## config.mk

```make
export PLATFORM = sky130hd
export DESIGN_NAME = i2c_master_receive
export DESIGN_NICKNAME = d
export VERILOG_FILES = /design/src/hw/i2c_rx_pkg.sv /design/src/hw/baud_if.sv /design/src/hw/baud_gen.sv /design/src/hw/i2c_master_receive.sv
export SDC_FILE = /design/constraint.sdc
export NUM_CORES = 1
export LEC_CHECK = 0
export ABC_AREA = 1
export BUFFER_PORTS_ARGS = -buffer_cell sky130_fd_sc_hd__buf_2
export CAP_MARGIN = 20
export CORE_MARGIN = 5
export CORE_UTILIZATION = 40
export CTS_CLUSTER_SIZE = 12
export DETAILED_ROUTE_END_ITERATION = 8
export PLACE_DENSITY = 0.7
export SLEW_MARGIN = 20
export SYNTH_ARGS = -nofsm -noshare
export SYNTH_HDL_FRONTEND = slang
export SYNTH_HIERARCHICAL = 1
export SYNTH_SLANG_ARGS = --single-unit
```

## constraint.sdc

```tcl
create_clock -name sys_clk_in -period 1.4 [get_ports sys_clk_in]
set_clock_uncertainty 0.1 [all_clocks]
set_input_delay 0.07 -clock sys_clk_in [delete_from_list [all_inputs] [get_ports sys_clk_in]]
set_output_delay 0.07 -clock sys_clk_in [all_outputs]
set_load 0.05 [all_outputs]
```

## src/hw/i2c_rx_pkg.sv

```systemverilog
package i2c_rx_pkg;

    // clock of the block and the least half period of the bus clock
    localparam int CLK_PERIOD_NS = 20;
    localparam int BUS_HALF_PERIOD_NS = 5000;
    // least time rounds up to whole cycles
    localparam int HALF_PERIOD_CYCLES = (BUS_HALF_PERIOD_NS + CLK_PERIOD_NS - 1) / CLK_PERIOD_NS;

    // byte framing
    localparam logic [3:0] DATA_BITS = 4'h8;
    localparam logic [3:0] ACK_BIT_INDEX = 4'h8;
    localparam logic [3:0] BIT_RESET = 4'h0;
    localparam logic [7:0] BUFFER_RESET = 8'h00;

    // sequencer states
    typedef enum logic [2:0] {
        ST_IDLE = 3'b000,
        ST_START = 3'b001,
        ST_ADDR = 3'b010,
        ST_RECV = 3'b011,
        ST_ACK = 3'b100,
        ST_STOP = 3'b101
    } state_t;

endpackage

```

## src/hw/baud_if.sv

```systemverilog
`timescale 1ns/1ns
interface baud_if;
    logic run;
    logic rollover;
    modport gen (input run, output rollover);
    modport ctl (output run, input rollover);
endinterface

```

## src/hw/baud_gen.sv

```systemverilog
`timescale 1ns/1ns
module baud_gen #(
    parameter int RELOAD = i2c_rx_pkg::HALF_PERIOD_CYCLES
) (
    // clock and reset
    input wire logic sys_clk_in,
    input wire logic reset_n_in,
    // controller side
    baud_if.gen baud
);
    localparam int CW = $clog2(RELOAD + 1);

    initial begin
        if (RELOAD < 2) begin
            $error("baud_gen: RELOAD must be at least 2");
        end
    end

    logic [CW-1:0] count;
    logic [CW-1:0] next_count;
    logic next_rollover;

    // counter restarts whenever the controller holds it, so a stretched clock restarts the phase
    always_comb begin
        next_count = '0;
        next_rollover = 1'b0;
        if (baud.run) begin
            if (count == CW'(RELOAD - 1)) begin
                next_rollover = 1'b1;
            end else begin
                next_count = CW'(count + 1'b1);
            end
        end
    end

    always_ff @(posedge sys_clk_in or negedge reset_n_in) begin
        if (!reset_n_in) begin
            count <= '0;
            baud.rollover <= 1'b0;
        end else begin
            count <= next_count;
            baud.rollover <= next_rollover;
        end
    end

endmodule // baud_gen

```

## src/hw/i2c_master_receive.sv

```systemverilog
// Operation
// (RULE_01) receive enable ignored unless port idle
// (RULE_02) each rollover toggles clock, shifts bit in
// (RULE_03) eighth fall: store byte, flags, hold clock
// (RULE_04) after byte, idle until next command
// (RULE_05) buffer full set on address/data load; the code sets it only when a received byte is stored
// (RULE_06) buffer read clears buffer full
// (RULE_07) byte while buffer full sets overflow
// (RULE_08) write during transfer discarded, sets collision
// (RULE_09) start request; flag set when start done
// (RULE_10) software loads address with read bit
// (RULE_11) buffer write shifts address out, msb first
// (RULE_12) slave acknowledge sampled into ack status
// (RULE_13) flag set after ninth address clock
// (RULE_14) acknowledge sequence drives selected value
// (RULE_15) flag set when acknowledge clocked out
// (RULE_16) software repeats per byte, ends transfer
// (RULE_17) msb first, received bytes double buffered
// (RULE_18) collision must clear before writes work
// (RULE_19) sample data while clock high, honour stretching
`timescale 1ns/1ns
module i2c_master_receive #(
    parameter int HALF_CYCLES = i2c_rx_pkg::HALF_PERIOD_CYCLES
) (
    // clock and reset
    input wire logic sys_clk_in,
    input wire logic reset_n_in,
    // software commands, one-cycle pulses
    input wire logic start_condition_enable_in,
    input wire logic stop_condition_enable_in,
    input wire logic receive_enable_cmd_in,
    input wire logic ack_sequence_enable_in,
    input wire logic ack_value_select_in,
    input wire logic buffer_write_in,
    input wire logic [7:0] buffer_write_data_in,
    input wire logic buffer_read_in,
    input wire logic irq_flag_clear_in,
    input wire logic write_collision_clear_in,
    input wire logic overflow_clear_in,
    // status
    output logic [7:0] serial_buffer_out,
    output logic buffer_full_flag_out,
    output logic serial_irq_flag_out,
    output logic receive_overflow_flag_out,
    output logic write_collision_flag_out,
    output logic slave_ack_status_out,
    output logic receive_enable_cmd_out,
    // open-drain bus pins
    input wire logic bus_clock_pin_in,
    output logic bus_clock_pin_out,
    output logic bus_clock_pin_oe_out,
    input wire logic bus_data_pin_in,
    output logic bus_data_pin_out,
    output logic bus_data_pin_oe_out
);
    baud_if baud ();

    baud_gen #(
        .RELOAD(HALF_CYCLES)
    ) u_baud (
        .sys_clk_in(sys_clk_in),
        .reset_n_in(reset_n_in),
        .baud(baud)
    );

    i2c_rx_pkg::state_t state, next_state;
    logic scl_meta, scl_sync, sda_meta, sda_sync;
    logic [7:0] shift, next_shift, next_buffer;
    logic [3:0] bit_cnt, next_bit_cnt;
    logic step, next_step;
    logic ack_value, next_ack_value;
    logic next_scl_oe, next_sda_oe, next_ack_status, next_receive_enable_cmd;
    logic next_bf, next_irq, next_ov, next_write_collision_flag;
    logic byte_done, irq_set, write_collision_flag_set;
    logic [3:0] bit_inc;

    // pins cross in through two flops; the bus idles high
    always_ff @(posedge sys_clk_in or negedge reset_n_in) begin
        if (!reset_n_in) begin
            scl_meta <= 1'b1;
            scl_sync <= 1'b1;
            sda_meta <= 1'b1;
            sda_sync <= 1'b1;
        end else begin
            scl_meta <= bus_clock_pin_in;
            scl_sync <= scl_meta;
            sda_meta <= bus_data_pin_in;
            sda_sync <= sda_meta;
        end
    end

    // a released clock that still reads low is a slave stretching: restart the count
    assign baud.run = (state != i2c_rx_pkg::ST_IDLE) && (bus_clock_pin_oe_out || scl_sync); // RULE_19
    assign bit_inc = 4'(bit_cnt + 4'h1);

    // sequencer, shifter and flags
    always_comb begin
        next_state = state;
        next_shift = shift;
        next_buffer = serial_buffer_out;
        next_bit_cnt = bit_cnt;
        next_step = step;
        next_ack_value = ack_value;
        next_scl_oe = bus_clock_pin_oe_out;
        next_sda_oe = bus_data_pin_oe_out;
        next_ack_status = slave_ack_status_out;
        next_receive_enable_cmd = receive_enable_cmd_out;
        byte_done = 1'b0;
        irq_set = 1'b0;
        write_collision_flag_set = 1'b0;
        case (state)
            i2c_rx_pkg::ST_IDLE: begin
                // clock stays where the last operation left it
                if (buffer_write_in && !write_collision_flag_out) begin // RULE_18
                    next_buffer = buffer_write_data_in;
                    next_shift = buffer_write_data_in;
                    next_sda_oe = !buffer_write_data_in[7]; // RULE_11
                    next_bit_cnt = i2c_rx_pkg::BIT_RESET;
                    next_state = i2c_rx_pkg::ST_ADDR;
                end else if (start_condition_enable_in) begin
                    next_scl_oe = 1'b0;
                    next_sda_oe = 1'b0;
                    next_step = 1'b0;
                    next_state = i2c_rx_pkg::ST_START;
                end else if (stop_condition_enable_in) begin
                    next_sda_oe = 1'b1;
                    next_step = 1'b0;
                    next_state = i2c_rx_pkg::ST_STOP;
                end else if (receive_enable_cmd_in) begin // RULE_01
                    next_receive_enable_cmd = 1'b1;
                    next_sda_oe = 1'b0;
                    next_bit_cnt = i2c_rx_pkg::BIT_RESET;
                    next_state = i2c_rx_pkg::ST_RECV;
                end else if (ack_sequence_enable_in) begin
                    next_ack_value = ack_value_select_in;
                    next_sda_oe = !ack_value_select_in; // RULE_14
                    next_bit_cnt = i2c_rx_pkg::BIT_RESET;
                    next_state = i2c_rx_pkg::ST_ACK;
                end
            end
            i2c_rx_pkg::ST_START: begin
                if (baud.rollover) begin
                    if (!step) begin
                        next_sda_oe = 1'b1; // data falls while clock high
                        next_step = 1'b1;
                    end else begin
                        next_scl_oe = 1'b1;
                        irq_set = 1'b1; // RULE_09
                        next_state = i2c_rx_pkg::ST_IDLE;
                    end
                end
            end
            i2c_rx_pkg::ST_STOP: begin
                if (baud.rollover) begin
                    if (!step) begin
                        next_scl_oe = 1'b0;
                        next_step = 1'b1;
                    end else begin
                        next_sda_oe = 1'b0; // data rises while clock high
                        irq_set = 1'b1;
                        next_state = i2c_rx_pkg::ST_IDLE;
                    end
                end
            end
            default: begin
                // address, receive and acknowledge share one bit engine
                if (baud.rollover) begin
                    if (bus_clock_pin_oe_out) begin
                        next_scl_oe = 1'b0; // RULE_02
                    end else begin
                        next_scl_oe = 1'b1; // RULE_02
                        next_shift = {shift[6:0], sda_sync}; // RULE_17
                        next_bit_cnt = bit_inc;
                        if (state == i2c_rx_pkg::ST_ADDR) begin
                            if (bit_cnt == i2c_rx_pkg::ACK_BIT_INDEX) begin
                                next_ack_status = sda_sync; // RULE_12
                                irq_set = 1'b1; // RULE_13
                                next_state = i2c_rx_pkg::ST_IDLE;
                            end else if (bit_inc == i2c_rx_pkg::DATA_BITS) begin
                                next_sda_oe = 1'b0; // release for the slave acknowledge
                            end else begin
                                next_sda_oe = !shift[6]; // RULE_11
                            end
                        end else if (state == i2c_rx_pkg::ST_RECV) begin
                            if (bit_inc == i2c_rx_pkg::DATA_BITS) begin
                                byte_done = 1'b1;
                                next_buffer = {shift[6:0], sda_sync}; // RULE_03
                                irq_set = 1'b1; // RULE_03
                                next_receive_enable_cmd = 1'b0; // RULE_03
                                next_state = i2c_rx_pkg::ST_IDLE; // RULE_04
                            end
                        end else begin
                            irq_set = 1'b1; // RULE_15
                            next_state = i2c_rx_pkg::ST_IDLE;
                        end
                    end
                end
            end
        endcase
        // a write that meets a transfer or an uncleared collision is dropped
        write_collision_flag_set = buffer_write_in && ((state != i2c_rx_pkg::ST_IDLE) || write_collision_flag_out); // RULE_08
        if (state != i2c_rx_pkg::ST_IDLE && !byte_done) begin
            next_buffer = serial_buffer_out; // RULE_08
        end
        // set wins over clear on every flag
        next_bf = (buffer_full_flag_out && !buffer_read_in) || byte_done; // RULE_05 RULE_06
        next_ov = (receive_overflow_flag_out && !overflow_clear_in) || (byte_done && buffer_full_flag_out); // RULE_07
        next_irq = (serial_irq_flag_out && !irq_flag_clear_in) || irq_set;
        next_write_collision_flag = (write_collision_flag_out && !write_collision_clear_in) || write_collision_flag_set;
    end

    // register stage; pin drive levels stay low, only the enables move
    always_ff @(posedge sys_clk_in or negedge reset_n_in) begin
        if (!reset_n_in) begin
            state <= i2c_rx_pkg::ST_IDLE;
            shift <= i2c_rx_pkg::BUFFER_RESET;
            serial_buffer_out <= i2c_rx_pkg::BUFFER_RESET;
            bit_cnt <= i2c_rx_pkg::BIT_RESET;
            step <= 1'b0;
            ack_value <= 1'b0;
            bus_clock_pin_oe_out <= 1'b0;
            bus_data_pin_oe_out <= 1'b0;
            bus_clock_pin_out <= 1'b0;
            bus_data_pin_out <= 1'b0;
            slave_ack_status_out <= 1'b0;
            receive_enable_cmd_out <= 1'b0;
            buffer_full_flag_out <= 1'b0;
            receive_overflow_flag_out <= 1'b0;
            serial_irq_flag_out <= 1'b0;
            write_collision_flag_out <= 1'b0;
        end else begin
            state <= next_state;
            shift <= next_shift;
            serial_buffer_out <= next_buffer;
            bit_cnt <= next_bit_cnt;
            step <= next_step;
            ack_value <= next_ack_value;
            bus_clock_pin_oe_out <= next_scl_oe;
            bus_data_pin_oe_out <= next_sda_oe;
            bus_clock_pin_out <= 1'b0;
            bus_data_pin_out <= 1'b0;
            slave_ack_status_out <= next_ack_status;
            receive_enable_cmd_out <= next_receive_enable_cmd;
            buffer_full_flag_out <= next_bf;
            receive_overflow_flag_out <= next_ov;
            serial_irq_flag_out <= next_irq;
            write_collision_flag_out <= next_write_collision_flag;
        end
    end
endmodule // i2c_master_receive

```

After elaboration in Yosys (flattened, before gate mapping)
Index checks and enable logic that the tools add are counted.
{"block": "word_totals", "mem_count": 0, "mem_bits_ro": 0, "out_inout_bits": 18, "latchBits": 0, "in_bits": 22, "ramBits": 0, "ff_bits": 44}
{"block": "op_classes", "bitwise_logic": 4, "eq_ne": 33, "shifts": 0, "magnitude_cmp": 0, "add_sub_neg": 2, "n_reduce_logical": 42, "div_mod_pow": 0, "mul": 0, "n_mux": 89}
{"operator": "$mux 8", "n": 8}
{"operator": "$mux 1", "n": 50}
{"operator": "$mux 3", "n": 13}
{"operator": "$mux 4", "n": 7}
{"operator": "$ne 2x2->1 const B", "n": 10}
{"operator": "$pmux 8 s2", "n": 1}
{"operator": "$mux 7", "n": 2}
{"operator": "$pmux 7 s2", "n": 1}
{"operator": "$reduce_and 7->1", "n": 2}
{"operator": "$ne 2x1->1 const B", "n": 6}
{"operator": "$reduce_and 10->1", "n": 1}
{"operator": "$logic_and 1x1->1", "n": 9}
{"operator": "$logic_not 1->1", "n": 9}
{"operator": "$ne 3x3->1 const B", "n": 3}
{"operator": "$reduce_and 9->1", "n": 1}
{"operator": "$add 8x1->8 const B", "n": 1}
{"operator": "$eq 4x4->1 const B", "n": 2}
{"operator": "$eq 8x8->1 const B", "n": 1}
{"operator": "$ne 4x1->1 const B", "n": 2}
{"operator": "$pmux 4 s2", "n": 1}
{"operator": "$reduce_and 4->1", "n": 2}
{"operator": "$reduce_and 8->1", "n": 1}
{"operator": "$reduce_bool 2->1", "n": 4}
{"operator": "$eq 3x2->1 const B", "n": 2}
{"operator": "other kinds (20)", "n": 31}

Depth between registers and ports, before layout
Gate-level depths: netlist (run 1).
{"block": "depth", "depth_word": 12, "ltp_mapped": 11, "ltp_nobuf": 11}

Hierarchy
Netlist (run 1), hierarchy kept.
{"mod": "i2c_master_receive", "cells_each": 245, "area_per_inst_um2": 1880.6, "n_inst": 1}
{"mod": "baud_gen", "cells_each": 50, "area_per_inst_um2": 450.4, "n_inst": 1}

Least setup slack after synthesis (run 1)
OpenSTA, ideal clock, no wires.
{"block": "synth_timing", "path_kind": "register to register", "start": "reg bus_clock_pin_oe_out", "end": "reg shift[2]", "setup_ps": 126, "arrival_time_ps": 1457, "stages_incl_launch_ff": 7, "setup_slack_ps": -283, "t_required_ps": 1174, "cell_sequence": "dfrtp_1 -> inv_1 -> o211ai_2 -> nor2_4 -> buf_4 -> nand2_1 -> o21ai_0"}
{"block": "synth_between", "elab_chain_len": 2}
{"element": "from (decl)", "line": "i2c_master_receive.sv:51", "rtl": "output logic bus_clock_pin_oe_out,"}
{"element": "from (signal assigned)", "line": "i2c_master_receive.sv:238", "rtl": "bus_clock_pin_oe_out <= next_scl_oe;"}
{"element": "$ne 2x1->1 (no line)"}
{"element": "$reduce_and 4->1 (no line)"}
{"element": "to (signal assigned)", "line": "i2c_master_receive.sv:216", "rtl": "shift <= i2c_rx_pkg::BUFFER_RESET;"}
{"element": "to (signal assigned)", "line": "i2c_master_receive.sv:233", "rtl": "shift <= next_shift;"}
{"element": "to (decl)", "line": "i2c_master_receive.sv:68", "rtl": "logic [7:0] shift, next_shift, next_buffer;"}
Every way passes these cells.
A chain may end at the register's enable or synchronous reset.

Worst setup path in the final report (run 1)
{"block": "layout_timing", "start": "reg state[1]", "end": "reg shift[6]"}
{"block": "layout_between", "elab_chain_len": 4}
{"element": "from (decl)", "line": "i2c_master_receive.sv:66", "rtl": "i2c_rx_pkg::state_t state, next_state;"}
{"element": "from (signal assigned)", "line": "i2c_master_receive.sv:215", "rtl": "state <= i2c_rx_pkg::ST_IDLE;"}
{"element": "from (signal assigned)", "line": "i2c_master_receive.sv:232", "rtl": "state <= next_state;"}
{"element": "$eq 3x3->1 or $eq 3x1->1 (tied branches)", "line": "i2c_master_receive.sv:111", "rtl": "case (state)"}
{"element": "$reduce_or 2->1 (no line)"}
{"element": "$not 1->1 (no line)"}
{"element": "$reduce_and 4->1 (no line)"}
Several ways; a longest one is shown, not always the timed one.

==> out/results.ini, run 1 <==
[placement]
gp_congestion = 0.892
dpl.hpwl_um = 4300
portBuffers = 37
dpl.cell_count = 436

[synthesis]
synthCells = 295
synth.avg_cell_area_um2 = 7.90
ys_types = 34
synth_area_leaders = dfrtp_1 (43%), nand2_1 (14%), inv_1 (6.0%)
async_flop_share = 1.00
synth.ff_latch_count = 44
yosys_warnings = 6
synth_seq_area_share = 0.475
post-synth-top-area-fraction = 0.429
synth_flop_cell = dfrtp_1
synth_edf_count = 0
netlist_area_um2 = 2330
post-synth-top-area-cell = dfrtp_1

[sta]
holdWs_ps = 19.6
finalSetupViolCount = 38
setup_ws_ps = -261
slew_violations = 0
min_period_ps = 1660
max_freq_ghz = 0.602
hold_viol_final = 0
rsz0062_at_grt = yes
finalCritPeriodShare = 1.19

[grt]
grt_pass1_wl_um = 10000
antenna_found_initial = 1
overflow = 0
grt_max_degree = 45
top_usage_layer = met2
grt_usage = 0.168
grtUsageMet2 = 0.275
grt_pass1_vias = 2261
use_met3 = 0.0314
met1_usage = 0.221

[critical_path]
r2r_setup_slack_ps = -260
start_kind = flop
path_max_fanout = 5
arrival_ps = 1780
reg2reg_depth = 8
crit_family = flip-flops
critical_path_class = reg2reg
cp_cell_sequence = nor2_4 > nand2_4 > nor2_4 > buf_12 > nor2_4 > buf_4 > clkbuf_16 > o21ai_1
crit_slowest_cell = dfrtp_2
cpPeakStageDelay_ps = 450
path_depth = 8
worstPathRequired_ps = 1520
crit_top_cell = nor2_4
critPathCaptureType = flop
worst-path-buf-inv = 3

[drt]
routed_wl_um = 6780
vias = 2358
drc = 0
avgViaCountPerCell = 4.97
dr.pass1.iters = 6
drt_iter0_markers = 130
final_antenna_net_count = 0
routedWlPerCell_um = 14.3

[floorplan]
die-area_um2 = 7450
rows = 27
core_area_um2 = 5570
fp.dieH_um = 86.3
die_w_um = 86.3
ioPinCount = 40
initial_core_util = 0.418

[cts]
cts_tree = done
cts_buffer_depth = 2
cts-root-buf = clkbuf_8
numCtsBuffers = 5
cts_max_level = 2
insertion_delay_ps = 310
cts.clk_slew.worst_paths_ps = 100
cts_sinks = 44

[cells_and_area]
final_cells = 474
area_growth_pct = 53.7
layout_commonest_cell = nand2_1
drive_gt1_frac = 0.449
final_cell_mix = nand2_1 (61), buf_4 (40), buf_2 (37), dfrtp_1 (36), inv_1 (34)
finalNetCount = 426

[job]
cap_viol_max_count = 0

[power_and_ir_drop]
power_density_nw_per_um2 = 2130
ir_drop_mv = 1.34
power_leakage_nw = 1.80

[min_path]
hold_depth = 5
hp-class = in2reg

[status]
failed_checks = setup timing
status = finished with violations

==> metrics by stage <==
step | utilization | instance area (um2) | setup WS, ps | TNS (ps) | total power, mW
final | 0.643 | 3580 | -261 | -5770 | 7.62
after floorplan | - | 2370 | -101 | -1710 | 4.00
after CTS | 0.600 | 3350 | -194 | -4720 | 6.90
after detailed placement | 0.527 | 2940 | -319 | -5900 | 5.34
after global routing | 0.643 | 3580 | -320 | -8790 | 8.12
after global placement | 0.527 | 2940 | -282 | -4850 | 5.30
==> metal layers <==
layer,part of all wire,vias up
li1,-,1148
met1,0.42,1120
met2,0.50,73
met3,0.054,17
met4,0.027,0
met5,0,-
==> registers in the layout, summed over array words and instances (netlist names) <==
name                       cells
receive_overflow_flag_out      1
sda_sync                       1
write_collision_flag_out       1
serial_irq_flag_out            1
sda_meta                       1
state                          3
u_baud/count                   8
buffer_full_flag_out           1
u_baud/baud.rollover           1
bit_cnt                        4
receive_enable_cmd_out         1
slave_ack_status_out           1
scl_sync                       1
step                           1
serial_buffer_out              8
bus_clock_pin_oe_out           1
shift                          7
scl_meta                       1
bus_data_pin_oe_out            1
==> cell type report <==
cell class,count,area (um2)
Fill cell,435,1990
Multi-Input combinational cell,209,1290
Sequential cell,44,1110
Timing Repair Buffer,101,815
Inverter,39,154
Tap cell,72,90.1
Clock buffer,5,68.8
Clock inverter,3,46.3
Antenna cell,1,2.50
==> power by group <==
| part | internal (mW) | switching, mW |
|---|---|---|
| Clock | 0.538 | 0.477 |
| Combinational | 2.00 | 2.69 |
| Sequential | 1.63 | 0.278 |
==> kinds of logic after synthesis <==
logic type      after synthesis  synth area share
buf+inv                      44            0.0794
other cells                   1           0.00161
xor+xnor                      4            0.0150
simple gates                160             0.317
compound gates               38            0.0913
flops                        44             0.475
fa+ha+maj                     4            0.0215
==> worst paths after layout <==
path	startpoint	to
worst min-delay path	buffer_write_data_in[5]	shift[5]$_DFFE_PN0P_
min in group asynchronous	reset_n_in	shift[2]$_DFFE_PN0P_
worst min register to register	scl_meta$_DFF_PN1_	scl_sync$_DFF_PN1_
worst max-delay path	state[1]$_DFFE_PN0P_	shift[6]$_DFFE_PN0P_
worst max register to register	state[1]$_DFFE_PN0P_	shift[6]$_DFFE_PN0P_
max in group asynchronous	reset_n_in	scl_meta$_DFF_PN1_
==> cell usage after synthesis, drive strengths merged (3+ instances only) <==
master	instances
nor2	33
o21ai	27
inv	39
nand2	94
a21oi	3
dfrtp	40
xor2	3
nand3	25
nand4	3
ha	4
dfstp	4
buf	5
==> repair_timing <==
| action | 4_1_cts | 5_1_grt |
|---|---|---|
| hold endpoints to repair | 51 | 0 |
| gates resized for setup | 26 | 61 |
| hold buffers | 10 | 0 |
| buffers inserted | 13 | 4 |
| setup endpoints to repair | 39 | 39 |
| pin swaps | 13 | 15 |
| cloned | 1 | 3 |
==> tightest hold or removal path: cells and delay by family <==
family,cells,cell delay (ps)
AOI/OAI and AO/OA,1,90
and+or+nand+nor,3,160
buffers and inverters,1,80
(Power assumes the default switching activity.)
==> inputs of run 2 (changes only) <==
--- a/config.mk
+++ b/config.mk
@@ -8,7 +8,7 @@
 export ABC_AREA = 1
 export BUFFER_PORTS_ARGS = -buffer_cell sky130_fd_sc_hd__buf_2
 export CAP_MARGIN = 20
-export CORE_MARGIN = 5
+export CORE_MARGIN = 4
 export CORE_UTILIZATION = 40
 export CTS_CLUSTER_SIZE = 12
 export DETAILED_ROUTE_END_ITERATION = 8
==> run 2 against run 1 <==
The run still ends with setup timing left; sequential share of layout area increased by 2.4 points; die area decreased by 4.6%; sequential power about the same; maximum frequency increased by 3.2%; total power decreased by 9.7%; critical path type unchanged; critical endpoint is now serial_buffer_out[4]$_DFFE_PN0P_; highest routed layer unchanged.
==> out/results.ini, run 2 (synthesized netlist as in run 1, its figures left out) <==
[power_and_ir_drop]
power_density_nw_per_um2 = 2060  ; -3.1%
p_int_mw = 3.71  ; -11%
pwr-share-clk = 0.140  ; +0.007
power_leakage_nw = 1.67  ; -7.0%
p_sw_frac = 0.460  ; +0.00772
ir_drop_mv = 1.05  ; -22%
power_frac_seq = 0.282  ; +0.031
combPwrFrac = 0.579  ; -0.037
fin_total_pwr_mw = 6.87  ; -9.7%
power_switching_mw = 3.16  ; -8.2%

[placement]
gp_congestion = 0.946  ; +6.1%
dpl.cell_count = 428  ; -1.8%
dpl.hpwl_um = 4170  ; -3.0%
portBuffers = 37  ; unchanged
postPlaceCellArea_um2 = 2840  ; -3.3%

[critical_path]
crit_slowest_cell = dfrtp_1
worstPathRequired_ps = 1500  ; -20 ps
start_kind = flop
setup.worst_path.start = bit_cnt[1]$_DFFE_PN0P_
arrival_ps = 1710  ; -70 ps
critical_path_class = reg2reg
r2r-start = bit_cnt[1]$_DFFE_PN0P_
cpPeakStageDelay_ps = 420  ; -30 ps
critPathCaptureType = flop
crit_top_cell = nand2_1
cp_cell_sequence = buf_4 > nand4_1 > nand2_1 > nor2_2 > nand3_4 > nand2_4 > nand2_8 > nand2_2 > nand2_1
path_max_fanout = 8  ; +3

[cells_and_area]
finalInstanceArea_um2 = 3340  ; -6.8%
multi_input_area_um2 = 1280  ; -0.87%
antenna_cells_inserted = 0  ; -1
top_regs = serial_buffer_out x8, u_baud/count x8, shift x7
drive_gt1_frac = 0.410  ; -0.0390
final_cells = 455  ; -4.0%
nFillCells = 477  ; +9.7%
layout_commonest_cell = nand2_1
finalNetCount = 408  ; -4.2%
area_growth_pct = 43.2
final_cell_mix = nand2_1 (65), buf_2 (37), dfrtp_1 (34), inv_1 (32), buf_4 (31)
register_area_um2 = 1110  ; +0.23%

[drt]
vias = 2212  ; -6.2%
drt_iter0_markers = 134  ; +3.1%
dr.pass1.iters = 4  ; -2
drc = 0  ; unchanged
routedWlPerCell_um = 13.6  ; -5.1%
avgViaCountPerCell = 4.86  ; -2.3%
routed_wl_um = 6170  ; -8.9%
final_antenna_net_count = 0  ; unchanged

[sta]
hold_viol_final = 0  ; unchanged
finalSetupViolCount = 35  ; -7.9%
min_period_ps = 1610  ; -51.0 ps
slew_violations = 0  ; unchanged
setup_ws_ps = -210  ; +51.0 ps
rsz0062_at_grt = yes
tns_ps = -4120  ; +1650 ps
max_freq_ghz = 0.621  ; +3.2%
finalCritPeriodShare = 1.15  ; -0.0365

[floorplan]
ioPinCount = 40  ; unchanged
initial_core_util = 0.418  ; unchanged
core_area_um2 = 5570  ; unchanged
die_w_um = 84.3  ; -2.3%
die-area_um2 = 7110  ; -4.6%
fp.dieH_um = 84.3  ; -2.3%
rows = 27  ; unchanged

[min_path]
hp-class = in2reg
min_from = buffer_write_in

[grt]
antenna_found_initial = 0  ; -1
grt_max_degree = 45  ; unchanged
grt_usage = 0.178  ; +0.00963
grt_pass1_wl_um = 10400  ; +3.4%
grt_pass1_vias = 2246  ; -0.66%
overflow = 0  ; unchanged

[status]
failed_checks = setup timing
status = finished with violations

[cts]
insertion_delay_ps = 300  ; about the same
cts.clk_slew.worst_paths_ps = 80  ; -20 ps
cts-root-buf = clkbuf_8
cts_sinks = 44  ; unchanged
numCtsBuffers = 5  ; unchanged
cts_buffer_depth = 2  ; unchanged
cts_max_level = 2  ; unchanged
cts_tree = done

[job]
cap_viol_max_count = 0  ; unchanged

-- run 2: critical path, delay by kind of cell, from the launching register on --
family                 cells  cell delay [ps]
AND/OR/NAND/NOR            8              830
flip-flops                 1              420
buffers and inverters      1              150
-- run 2: cell type report --
| class | count | share of cell area |
|---|---|---|
| Clock buffer | 6 | 0.0217 |
| Clock inverter | 2 | 0.0105 |
| Inverter | 39 | 0.0446 |
| Multi-Input combinational cell | 209 | 0.385 |
| Sequential cell | 44 | 0.334 |
| Tap cell | 72 | 0.0270 |
| Timing Repair Buffer | 83 | 0.178 |
-- run 2: what timing repair did --
action | in CTS | in global routing
resized for setup | 36 | 36
pin swaps | 8 | 9
hold buffers | 9 | 0
endpoints found under the setup margin | 37 | 39
cloned | 2 | 0
hold endpoints to repair | 51 | 0
buffers inserted | 6 | 2
-- run 2: through the flow --
step | setup slack (ps) | hold WS [ps] | util
global placement | -267 | -35.2 | 0.510
detailed placement | -263 | -33.4 | 0.510
global route | -282 | 34.4 | 0.599
floorplan | -101 | -326 | -
finish | -210 | 11.6 | 0.599
CTS | -156 | 6.01 | 0.577
-- run 2: path summary, 6_finish.rpt --
check | end | slack [ps] | cells after the start
worst max-delay path | serial_buffer_out[4]$_DFFE_PN0P_ | -210 | 9
worst min-delay path | write_collision_flag_out$_DFF_PN0_ | 10 | 5
worst max register to register | serial_buffer_out[4]$_DFFE_PN0P_ | -210 | 9
worst min register to register | sda_sync$_DFF_PN1_ | 260 | 0
max in group asynchronous | sda_sync$_DFF_PN1_ | 740 | 3
min in group asynchronous | serial_buffer_out[0]$_DFFE_PN0P_ | 180 | 3
-- run 2: metal layers --
metal | vias up | track usage | share of wire
li1 | 1109 | - | -
met1 | 1036 | 0.236 | 0.44
met2 | 61 | 0.299 | 0.49
met3 | 6 | 0.0324 | 0.051
met4 | 0 | 0.0475 | 0.012
met5 | - | 0 | 0
-- run 2: power by group through the flow --
stage,Clock (mW),Combinational [mW],Sequential (mW)
4_1_cts,0.982,3.67,1.90
3_3_place_gp,0,3.14,1.88
2_1_floorplan,0,1.68,2.32
3_5_place_dp,0,3.18,1.90
5_1_grt,1.03,4.36,1.98
6_report,0.962,3.98,1.94
